<file path="src/shared/sfcap_pkg.sv">
// package: opcodes, address layout, timing constants for serial flash command framing
package sfcap_pkg;
  // ==========================================================
  // clock and timing
  localparam int CLK_MHZ = 100;
  localparam int SUPPLY_TO_SELECT_DELAY_MS = 1;
  localparam int POWERUP_WRITE_DELAY_MS = 20;
  localparam int SELECT_DELAY_CYC = SUPPLY_TO_SELECT_DELAY_MS * CLK_MHZ * 1000;
  localparam int WRITE_DELAY_CYC = POWERUP_WRITE_DELAY_MS * CLK_MHZ * 1000;
  // ==========================================================
  // address layout, 264-byte pages
  localparam int PAGE_SIZE = 264;
  localparam int RSV_BITS = 6;
  localparam int PAGE_BITS = 9;
  localparam int BYTE_BITS = 9;
  localparam int ADDR_BYTES = 3;
  localparam int BLOCK_BITS = 5;
  localparam int HDR_BITS = 32;
  localparam int SHIFT_W = 64;
  localparam int PAGE_FIELD_MSB = 17;
  localparam int BYTE_FIELD_MSB = 8;
  localparam int BYTE_FIELD_LSB = 0;
  // ==========================================================
  // opcodes
  localparam logic [7:0] OP_READ_PAGE = 8'h03;
  localparam logic [7:0] OP_READ_FAST = 8'h0B;
  localparam logic [7:0] OP_BLOCK_ERASE = 8'h50;
  localparam logic [7:0] OP_PAGE_TO_BUF = 8'h53;
  localparam logic [7:0] OP_AUTO_REWRITE = 8'h58;
  localparam logic [7:0] OP_PAGE_COMPARE = 8'h60;
  localparam logic [7:0] OP_READ_SECURITY = 8'h77;
  localparam logic [7:0] OP_ERASE_PROT = 8'h7C;
  localparam logic [7:0] OP_PAGE_ERASE = 8'h81;
  localparam logic [7:0] OP_PROG_VIA_BUF = 8'h82;
  localparam logic [7:0] OP_BUF_TO_PAGE_E = 8'h83;
  localparam logic [7:0] OP_BUF_WRITE = 8'h84;
  localparam logic [7:0] OP_BUF_TO_PAGE = 8'h88;
  localparam logic [7:0] OP_READ_ID = 8'h9F;
  localparam logic [7:0] OP_DEEP_DOWN = 8'hB9;
  localparam logic [7:0] OP_RESUME = 8'hAB;
  localparam logic [7:0] OP_BUF_READ_LO = 8'hD1;
  localparam logic [7:0] OP_PAGE_READ = 8'hD2;
  localparam logic [7:0] OP_BUF_READ = 8'hD4;
  localparam logic [7:0] OP_STATUS = 8'hD7;
  localparam logic [7:0] OP_CONT_READ = 8'hE8;
  // ==========================================================
  // identification (values arbitrary)
  localparam logic [7:0] ID_BYTE0 = 8'h5A;
  localparam logic [7:0] ID_BYTE1 = 8'h3C;
  localparam logic [7:0] ID_BYTE2 = 8'h01;
  localparam logic [7:0] ID_BYTE3 = 8'h00;
  localparam logic [7:0] STATUS_READY = 8'h80;
  localparam logic [7:0] STATUS_BUSY = 8'h00;

  typedef enum logic [2:0] {
    PWR_RESET = 3'h0,
    PWR_STANDBY = 3'h1,
    PWR_ACTIVE = 3'h2,
    PWR_DEEP = 3'h3
  } sfcap_pwr_e;

  // address bytes for an opcode
  function automatic logic [1:0] addr_bytes(input logic [7:0] op);
    case (op)
      OP_READ_ID, OP_DEEP_DOWN, OP_RESUME, OP_STATUS: addr_bytes = 2'h0;
      default: addr_bytes = 2'h3;
    endcase
  endfunction : addr_bytes

  // extra dummy bytes after the address
  function automatic logic [2:0] dummy_bytes(input logic [7:0] op);
    case (op)
      OP_READ_FAST, OP_BUF_READ: dummy_bytes = 3'h1;
      OP_PAGE_READ, OP_CONT_READ: dummy_bytes = 3'h4;
      default: dummy_bytes = 3'h0;
    endcase
  endfunction : dummy_bytes

  // true when the opcode returns data on serial output
  function automatic logic is_read(input logic [7:0] op);
    case (op)
      OP_READ_PAGE, OP_READ_FAST, OP_READ_SECURITY, OP_READ_ID, OP_BUF_READ_LO,
      OP_PAGE_READ, OP_BUF_READ, OP_STATUS, OP_CONT_READ: is_read = 1'b1;
      default: is_read = 1'b0;
    endcase
  endfunction : is_read

  // true for program and erase commands
  function automatic logic is_write(input logic [7:0] op);
    case (op)
      OP_BLOCK_ERASE, OP_AUTO_REWRITE, OP_ERASE_PROT, OP_PAGE_ERASE, OP_PROG_VIA_BUF,
      OP_BUF_TO_PAGE_E, OP_BUF_TO_PAGE: is_write = 1'b1;
      default: is_write = 1'b0;
    endcase
  endfunction : is_write
endpackage : sfcap_pkg

</file>
<file path="src/shared/sfcap_link_if.sv">
// interface: serial flash link between host controller and device
`timescale 1ns/100ps
interface sfcap_link_if;
  logic csN;
  logic sck;
  logic si;
  logic so;
  logic soOe;
  logic soWire;

  // undriven output reads high, as with a pull-up
  assign soWire = soOe ? so : 1'b1;

  modport device (
    input csN,
    input sck,
    input si,
    output so,
    output soOe
  );
  modport host (
    output csN,
    output sck,
    output si,
    input soWire
  );
endinterface : sfcap_link_if

</file>
<file path="src/logic/sfcap_device.sv">
// device end: frames opcode and address, detects bus mode, power-on gating
//
// What this block does
// - opcode, three address bytes, 6/9/9 layout
// - page field decoded for page commands
// - byte field decoded for byte commands
// - filler, dummy and no-address byte counts
// - start in mode 3 after reset
// - serial output released after reset
// - instruction only after select falling edge
// - mode chosen at each select falling edge
// - held in reset below threshold
// - no response during power-on reset
// - host waits before first read select
// - host waits before program or erase
// - enter standby after power-up
// - 53h transfers page into buffer
// - 9Fh returns identification bytes
// - ABh resumes from deep power-down
//
// Local design decisions: the APB register port and the register offsets.
`timescale 1ns/100ps
module sfcap_device #(
  parameter int WRITE_DELAY = sfcap_pkg::WRITE_DELAY_CYC
) (
  input wire logic core_clk,
  input wire logic srst,
  input wire logic powerGood,
  sfcap_link_if.device link,
  output logic mode3,
  output logic standby,
  output logic deepDown,
  output logic cmdValid,
  output logic [7:0] cmdOpcode,
  output logic [8:0] cmdPage,
  output logic [8:0] cmdByte,
  output logic [4:0] cmdBlock,
  output logic pageToBuf,
  output logic writeReady
);
  initial begin
    if (WRITE_DELAY < 1) $error("WRITE_DELAY must be at least 1");
  end

  // ==========================================================
  // state
  typedef struct packed {
    sfcap_pkg::sfcap_pwr_e pwr;
    logic mode3;
    logic csPrev;
    logic sckPrev;
    logic armed;
    logic [6:0] bitCnt;
    logic [31:0] hdr;
    logic hdrDone;
    logic [7:0] op;
    logic [31:0] outShift;
    logic so;
    logic soOe;
    logic cmdValid;
    logic [8:0] page;
    logic [8:0] byteAddr;
    logic [4:0] block;
    logic pageToBuf;
    logic [31:0] wrCnt;
  } sfcap_dev_s;

  sfcap_dev_s st;
  sfcap_dev_s next_st;
  logic csFall;
  logic csRise;
  logic sampleEdge;
  logic shiftEdge;
  logic [31:0] nextHdr;
  logic [6:0] hdrLen;

  assign csFall = st.csPrev && !link.csN;
  assign csRise = !st.csPrev && link.csN;
  // mode 0 and 3 both sample on rising, shift on falling
  assign sampleEdge = !link.csN && !st.sckPrev && link.sck;
  assign shiftEdge = !link.csN && st.sckPrev && !link.sck;

  always_comb begin
    next_st = st;
    nextHdr = {st.hdr[30:0], link.si};
    hdrLen = 7'(8 + 8 * sfcap_pkg::addr_bytes(st.op));
    next_st.csPrev = link.csN;
    next_st.sckPrev = link.sck;
    next_st.cmdValid = 1'b0;
    next_st.pageToBuf = 1'b0;
    if (!powerGood) begin
      next_st = '0;
      next_st.mode3 = 1'b1;
      next_st.csPrev = link.csN;
      next_st.sckPrev = link.sck;
    end else begin
      if (st.pwr == sfcap_pkg::PWR_RESET) begin
        next_st.pwr = sfcap_pkg::PWR_STANDBY;
      end
      if (st.wrCnt < 32'(WRITE_DELAY)) begin
        next_st.wrCnt = st.wrCnt + 32'h1;
      end
      if (csFall && st.pwr != sfcap_pkg::PWR_RESET) begin
        next_st.mode3 = link.sck;
        next_st.armed = 1'b1;
        next_st.bitCnt = '0;
        next_st.hdrDone = 1'b0;
        next_st.op = '0;
        if (st.pwr == sfcap_pkg::PWR_STANDBY) begin
          next_st.pwr = sfcap_pkg::PWR_ACTIVE;
        end
      end
      if (csRise) begin
        // partial header raises no cmdValid and no address fields; an opcode byte already taken stays on cmdOpcode
        next_st.armed = 1'b0;
        next_st.hdrDone = 1'b0;
        next_st.bitCnt = '0;
        next_st.soOe = 1'b0;
        if (st.pwr == sfcap_pkg::PWR_ACTIVE) begin
          next_st.pwr = sfcap_pkg::PWR_STANDBY;
        end
      end
      if (sampleEdge && st.armed && !st.hdrDone) begin
        next_st.hdr = nextHdr;
        next_st.bitCnt = st.bitCnt + 7'h1;
        if (st.bitCnt == 7'd7) begin
          next_st.op = nextHdr[7:0];
        end
        if (st.bitCnt >= 7'd7 &&
            (st.bitCnt + 7'h1) == ((st.bitCnt == 7'd7) ?
              7'(8 + 8 * sfcap_pkg::addr_bytes(nextHdr[7:0])) : hdrLen)) begin
          next_st.hdrDone = 1'b1;
          next_st.cmdValid = 1'b1;
          if (st.bitCnt != 7'd7) begin
            // reserved bits 23:18 ignored
            next_st.page = nextHdr[sfcap_pkg::PAGE_FIELD_MSB -: sfcap_pkg::PAGE_BITS];
            next_st.block = nextHdr[sfcap_pkg::PAGE_FIELD_MSB -: sfcap_pkg::BLOCK_BITS];
            next_st.byteAddr = nextHdr[sfcap_pkg::BYTE_FIELD_MSB:sfcap_pkg::BYTE_FIELD_LSB];
          end else begin
            next_st.op = nextHdr[7:0];
          end
          if (st.bitCnt != 7'd7 && st.op == sfcap_pkg::OP_PAGE_TO_BUF &&
              st.pwr == sfcap_pkg::PWR_ACTIVE) begin
            next_st.pageToBuf = 1'b1;
          end
          if (st.bitCnt == 7'd7 && nextHdr[7:0] == sfcap_pkg::OP_RESUME) begin
            next_st.pwr = sfcap_pkg::PWR_ACTIVE;
          end
          if (st.bitCnt == 7'd7 && nextHdr[7:0] == sfcap_pkg::OP_DEEP_DOWN) begin
            next_st.pwr = sfcap_pkg::PWR_DEEP;
          end
          if (st.bitCnt == 7'd7 && nextHdr[7:0] == sfcap_pkg::OP_READ_ID) begin
            next_st.outShift = {sfcap_pkg::ID_BYTE0, sfcap_pkg::ID_BYTE1,
                                sfcap_pkg::ID_BYTE2, sfcap_pkg::ID_BYTE3};
          end else if (st.bitCnt == 7'd7 && nextHdr[7:0] == sfcap_pkg::OP_STATUS) begin
            next_st.outShift = {4{sfcap_pkg::STATUS_READY}};
          end else begin
            next_st.outShift = '0;
          end
        end
      end
      // deep power-down: only resume is honoured
      if (st.pwr == sfcap_pkg::PWR_DEEP && next_st.cmdValid &&
          next_st.op != sfcap_pkg::OP_RESUME) begin
        next_st.cmdValid = 1'b0;
        next_st.pageToBuf = 1'b0;
        next_st.pwr = sfcap_pkg::PWR_DEEP;
      end
      if (shiftEdge && st.hdrDone && sfcap_pkg::is_read(st.op) &&
          st.pwr != sfcap_pkg::PWR_DEEP) begin
        next_st.soOe = 1'b1;
        next_st.so = st.outShift[31];
        next_st.outShift = {st.outShift[30:0], st.outShift[31]};
      end
    end
    if (srst) begin
      next_st = '0;
      next_st.mode3 = 1'b1;
      next_st.soOe = 1'b0;
      next_st.csPrev = 1'b1;
      next_st.sckPrev = 1'b1;
    end
  end

  always_ff @(posedge core_clk) begin
    st <= next_st;
  end

  assign link.so = st.so;
  assign link.soOe = st.soOe;
  assign mode3 = st.mode3;
  assign standby = st.pwr == sfcap_pkg::PWR_STANDBY;
  assign deepDown = st.pwr == sfcap_pkg::PWR_DEEP;
  assign cmdValid = st.cmdValid;
  assign cmdOpcode = st.op;
  assign cmdPage = st.page;
  assign cmdByte = st.byteAddr;
  assign cmdBlock = st.block;
  assign pageToBuf = st.pageToBuf;
  assign writeReady = st.wrCnt >= 32'(WRITE_DELAY);
endmodule : sfcap_device

</file>
<file path="src/flat_wrapper.sv">
// flat-port wrapper written by rule: the top's interface ports become plain ports
module sfcap_device_flat 
#(
  parameter int WRITE_DELAY = sfcap_pkg::WRITE_DELAY_CYC
)
  (core_clk, srst, powerGood, mode3, standby, deepDown, cmdValid, cmdOpcode, cmdPage, cmdByte, cmdBlock, pageToBuf, writeReady, link_csN, link_sck, link_si, link_so, link_soOe);
  sfcap_link_if link_i ();
  input wire logic core_clk;
  input wire logic srst;
  input wire logic powerGood;
  output logic mode3;
  output logic standby;
  output logic deepDown;
  output logic cmdValid;
  output logic [7:0] cmdOpcode;
  output logic [8:0] cmdPage;
  output logic [8:0] cmdByte;
  output logic [4:0] cmdBlock;
  output logic pageToBuf;
  output logic writeReady;
  input wire logic [$bits(link_i.csN)-1:0] link_csN;
  input wire logic [$bits(link_i.sck)-1:0] link_sck;
  input wire logic [$bits(link_i.si)-1:0] link_si;
  output wire logic [$bits(link_i.so)-1:0] link_so;
  output wire logic [$bits(link_i.soOe)-1:0] link_soOe;
  assign link_i.csN = link_csN;
  assign link_i.sck = link_sck;
  assign link_i.si = link_si;
  assign link_so = link_i.so;
  assign link_soOe = link_i.soOe;
  sfcap_device #(.WRITE_DELAY(WRITE_DELAY)) u_core (.core_clk(core_clk), .srst(srst), .powerGood(powerGood), .link(link_i), .mode3(mode3), .standby(standby), .deepDown(deepDown), .cmdValid(cmdValid), .cmdOpcode(cmdOpcode), .cmdPage(cmdPage), .cmdByte(cmdByte), .cmdBlock(cmdBlock), .pageToBuf(pageToBuf), .writeReady(writeReady));
endmodule
</file>
<file path="config.mk">
export PLATFORM = sky130hd
export DESIGN_NAME = sfcap_device_flat
export DESIGN_NICKNAME = d
export VERILOG_FILES = /design/src/shared/sfcap_pkg.sv /design/src/shared/sfcap_link_if.sv /design/src/logic/sfcap_device.sv /design/src/flat_wrapper.sv
export SDC_FILE = /design/constraint.sdc
export NUM_CORES = 1
export LEC_CHECK = 0
export ABC_AREA = 0
export BUFFER_PORTS_ARGS = -buffer_cell sky130_fd_sc_hd__buf_4
export CORE_MARGIN = 2
export CORE_UTILIZATION = 65
export CTS_CLUSTER_SIZE = 10
export DETAILED_ROUTE_END_ITERATION = 8
export PLACE_DENSITY = 0.91
export SETUP_SLACK_MARGIN = 0.5
export SLEW_MARGIN = 10
export SYNTH_ARGS = -nofsm -noshare
export SYNTH_HDL_FRONTEND = slang
export SYNTH_SLANG_ARGS = --single-unit
</file>
<file path="constraint.sdc">
create_clock -name core_clk -period 6.8 [get_ports core_clk]
set_input_delay 0.34 -clock core_clk [delete_from_list [all_inputs] [get_ports core_clk]]
set_output_delay 0.34 -clock core_clk [all_outputs]
set_load 0.005 [all_outputs]
</file>
==> results.cfg <==
[place]
count_of_input_and_output_buffers = 44
dp.final_hpwl_mm = 8.426
gp_routability_congestion = 0.9027
place_worst_setup_slack_ns = 3.758

[routing]
drt_first_iter_violations = 462
met1Wirelength_mm = 5.461
route.top_layer_used = met4
wl_met2_mm = 6.807
drt-total-wl_mm = 13.48
detailroute.wirelength.met3_um = 857
routed_via_density = 6.408
routed-via-count = 5306
post_route_antenna_net_violation_count = 0
dr.pass1.iters = 6
drc = 0
wl_per_cell_um = 16.28

[final_layout]
layout.cells.most_common_list = sky130_fd_sc_hd__dfxtp_1, sky130_fd_sc_hd__nand2_1, sky130_fd_sc_hd__a21oi_1
area_delta_synth_final_pct = 10.10
layout.area.seq_sq_um = 2522
drive_above_1_share_pct = 13.25
multi_input_comb_area_sq_um = 2988
fillers = 641
insertedDiodeCount = 0
layout_commonest_cell = sky130_fd_sc_hd__dfxtp_1
finish.net_count = 714

[floorplan]
die_area_sq_um = 10050
placeableCoreArea_sq_um = 9109
pin_count = 45
num_rows = 35
die_y_um = 100.3
initial_cell_density_of_the_core_pct = 66.11
die-width_um = 100.3

[cts]
cts_buf_count = 17
number_of_hold_buffers_added_after_cts = 0
postCtsResizedCells = 0
post_cts.repair.setup_buffers = 0
tritoncts = yes
cts-htree-levels = 4
ctsLongestPathBuffers = 2
root_cell_of_the_clock_tree = sky130_fd_sc_hd__clkbuf_8
clk-insertion-delay-late_ns = 0.52
clkSinkCount = 126
worst_path_clk_slew_ns = 0.06

[synth]
synth_enable_flop_cells = 0
unique_cell_type_count_in_the_yosys_netlist = 62
synthesis.area_sq_um = 6022
post_synth.cell_area_avg_sq_um = 8.318
ys_ff_latch = 126
synth_top_flop_cell = sky130_fd_sc_hd__dfxtp_1
synthArstFlopShare_pct = 0
number_of_synthesis_warnings = 0
synth_seq_area_share_pct = 41.89
netlist_top_cells_area = sky130_fd_sc_hd__dfxtp_1, sky130_fd_sc_hd__a21oi_1, sky130_fd_sc_hd__nand2_1, sky130_fd_sc_hd__nand4b_1, sky130_fd_sc_hd__buf_4
synth_top_area_share_pct = 41.89
synthesis.instances = 724
yosysTopAreaCell = sky130_fd_sc_hd__dfxtp_1
syn_nets = 734

[timing]
slew_violations = 0
timing_worst_slew_pin_value_ns = 1.167
layout_worst_path_cycle_share_pct = 45.27
grt_setup_unrepaired = no
final-hold-violation-count = 0
finalCriticalPeriod_ns = 3.079
clock.fmax_mhz = 324.8
fin_tns_setup_ns = 0
clock-skew-final_ns = 0.01299
finalSetupViolCount = 0
timing.slew.headroom_pct = 22.23
post-route-worst-setup-slack_ns = 3.721

[global_routing]
overflow = 0
pin_count_of_the_biggest_net_entering_global_routing = 94
grt.total_usage_pct = 27.22
antenna_found_initial = 0
wire_length_of_the_first_global_routing_pass_mm = 22.29
grt_pass1_vias = 4840

[critical_path]
worst_path_dominant_cell_family = simple AND/OR/NAND/NOR gates
crit_path_cell_trace = ha_1 -> nand3_1 -> o21ai_0 -> and4b_1 -> nand4_1 -> and2_1 -> o211a_1
arrival_time_at_the_worst_endpoint_ns = 3.49
worst_path_largest_cell_delay_ns = 0.71
setup.worst_path.end_class = flop
setup.worst_path.class = reg -> reg
timing.critical_path.buf_inv = 0
setup.worst_path.start_class = flop
top_fanout_value_on_the_critical_path = 23
critPathSlowestCell = sky130_fd_sc_hd__nand4_1
critical_path_required_ns = 7.21

[pwr]
power.sequential.fraction_pct = 45.4
combinationalPowerShare_pct = 2.4
internal_power_mw = 1.252
netSwitchingPower_uw = 392.7
clkPwrFrac_pct = 52.1
power_density_nw_per_um2 = 248.1
leakagePower_nw = 2.219
switching_share_pct = 23.88
worst_ir_drop_vdd_v = 0.0001924

[flow_run]
max_cap_violations = 0

[run_status]
run_status = completed

[hold_path]
hold_class = in -> reg
==> layer usage <==
| metal | global-route usage [%] | up-vias |
|---|---|---|
| li1 | - | 2534 |
| met2 | 45.33 | 237 |
| met5 | 0 | - |
| met3 | 5.432 | 39 |
| met1 | 33.04 | 2496 |
| met4 | 14.96 | 0 |
==> power groups by stage <==
stage	logic, mW	clock network [mW]	registers (mW)
2_1_floorplan	0.0285	0	0.762
3_3_place_gp	0.0377	0	0.763
3_5_place_dp	0.0390	0	0.763
4_1_cts	0.0393	0.864	0.747
5_1_grt	0.0438	0.902	0.747
6_report	0.0399	0.857	0.747
==> sequential cells by signal, indices dropped and copies added (netlist names) <==
name	count
u_core.cmdBlock	5
u_core.cmdByte	9
u_core.cmdOpcode	8
u_core.cmdPage	4
u_core.cmdValid	1
u_core.link.so	1
u_core.link.soOe	1
u_core.mode3	1
u_core.nextHdr	17
u_core.pageToBuf	1
u_core.st	78
==> worst register-to-register path: cells and delay by family (launching register included) <==
kind                       cells  cell delay (ns)
and+or+nand+nor                4             1.67
AOI/OAI and AO/OA              2             0.65
DFF                            1             0.39
adders and majority gates      1             0.26
==> cells in the mapped netlist, types with 7 or more instances <==
library cell               count
sky130_fd_sc_hd__a32o_1       12
sky130_fd_sc_hd__and2_1       14
sky130_fd_sc_hd__nand4_1      11
sky130_fd_sc_hd__dfxtp_1     126
sky130_fd_sc_hd__nor4_1       13
sky130_fd_sc_hd__nor2_1       34
sky130_fd_sc_hd__inv_1        13
sky130_fd_sc_hd__nand2_1     106
sky130_fd_sc_hd__nand4b_1     35
sky130_fd_sc_hd__xnor2_1      16
sky130_fd_sc_hd__nand2b_1      7
sky130_fd_sc_hd__nor3_1        8
sky130_fd_sc_hd__o211ai_1     20
sky130_fd_sc_hd__buf_4        31
sky130_fd_sc_hd__o21ai_0      11
sky130_fd_sc_hd__clkbuf_1     43
sky130_fd_sc_hd__a21oi_1      83
sky130_fd_sc_hd__nand3_1      39
==> path summary, 6_finish.rpt <==
kind | cells past startpoint | slack [ns] | from | end
worst max-delay path | 7 | 3.72 | u_core.st[132] | u_core.st[145]
worst min-delay path | 2 | 0.03 | srst | u_core.st[141]
worst max register to register | 7 | 3.72 | u_core.st[132] | u_core.st[145]
worst min register to register | 2 | 0.45 | u_core.st[84] | u_core.st[85]
==> layout make-up <==
class | count | area share (%)
multi-input combinational | 497 | 45.07
sequential | 126 | 38.04
clock buffer | 17 | 6.246
timing repair buffer | 49 | 5.548
clock inverter | 15 | 2.265
tap | 111 | 2.095
inverter | 13 | 0.7360
==> stage by stage <==
stage	instances	hold slack, ns	util, %	power, mW	cell area (sq um)
floorplan	724	0.4167	-	0.7908	6022
global placement	796	0.4254	66.59	0.8006	6066
detailed placement	796	0.4403	66.59	0.8025	6066
CTS	828	0.02996	72.79	1.650	6630
global route	828	0.04577	72.79	1.693	6630
finish	828	0.03458	72.79	1.645	6630
==> cell families (layout without fill, tap and decap cells) <==
logic type,count (synthesis),in the layout,synth area share [%]
simple gates,315,315,28.96
buf+inv,101,94,8.705
flops,126,126,41.89
fa+ha+maj,4,4,0.8311
mux,3,3,0.4987
xor+xnor,20,20,2.909
compound gates,155,155,16.21
Power figures use the tool's default switching activity.
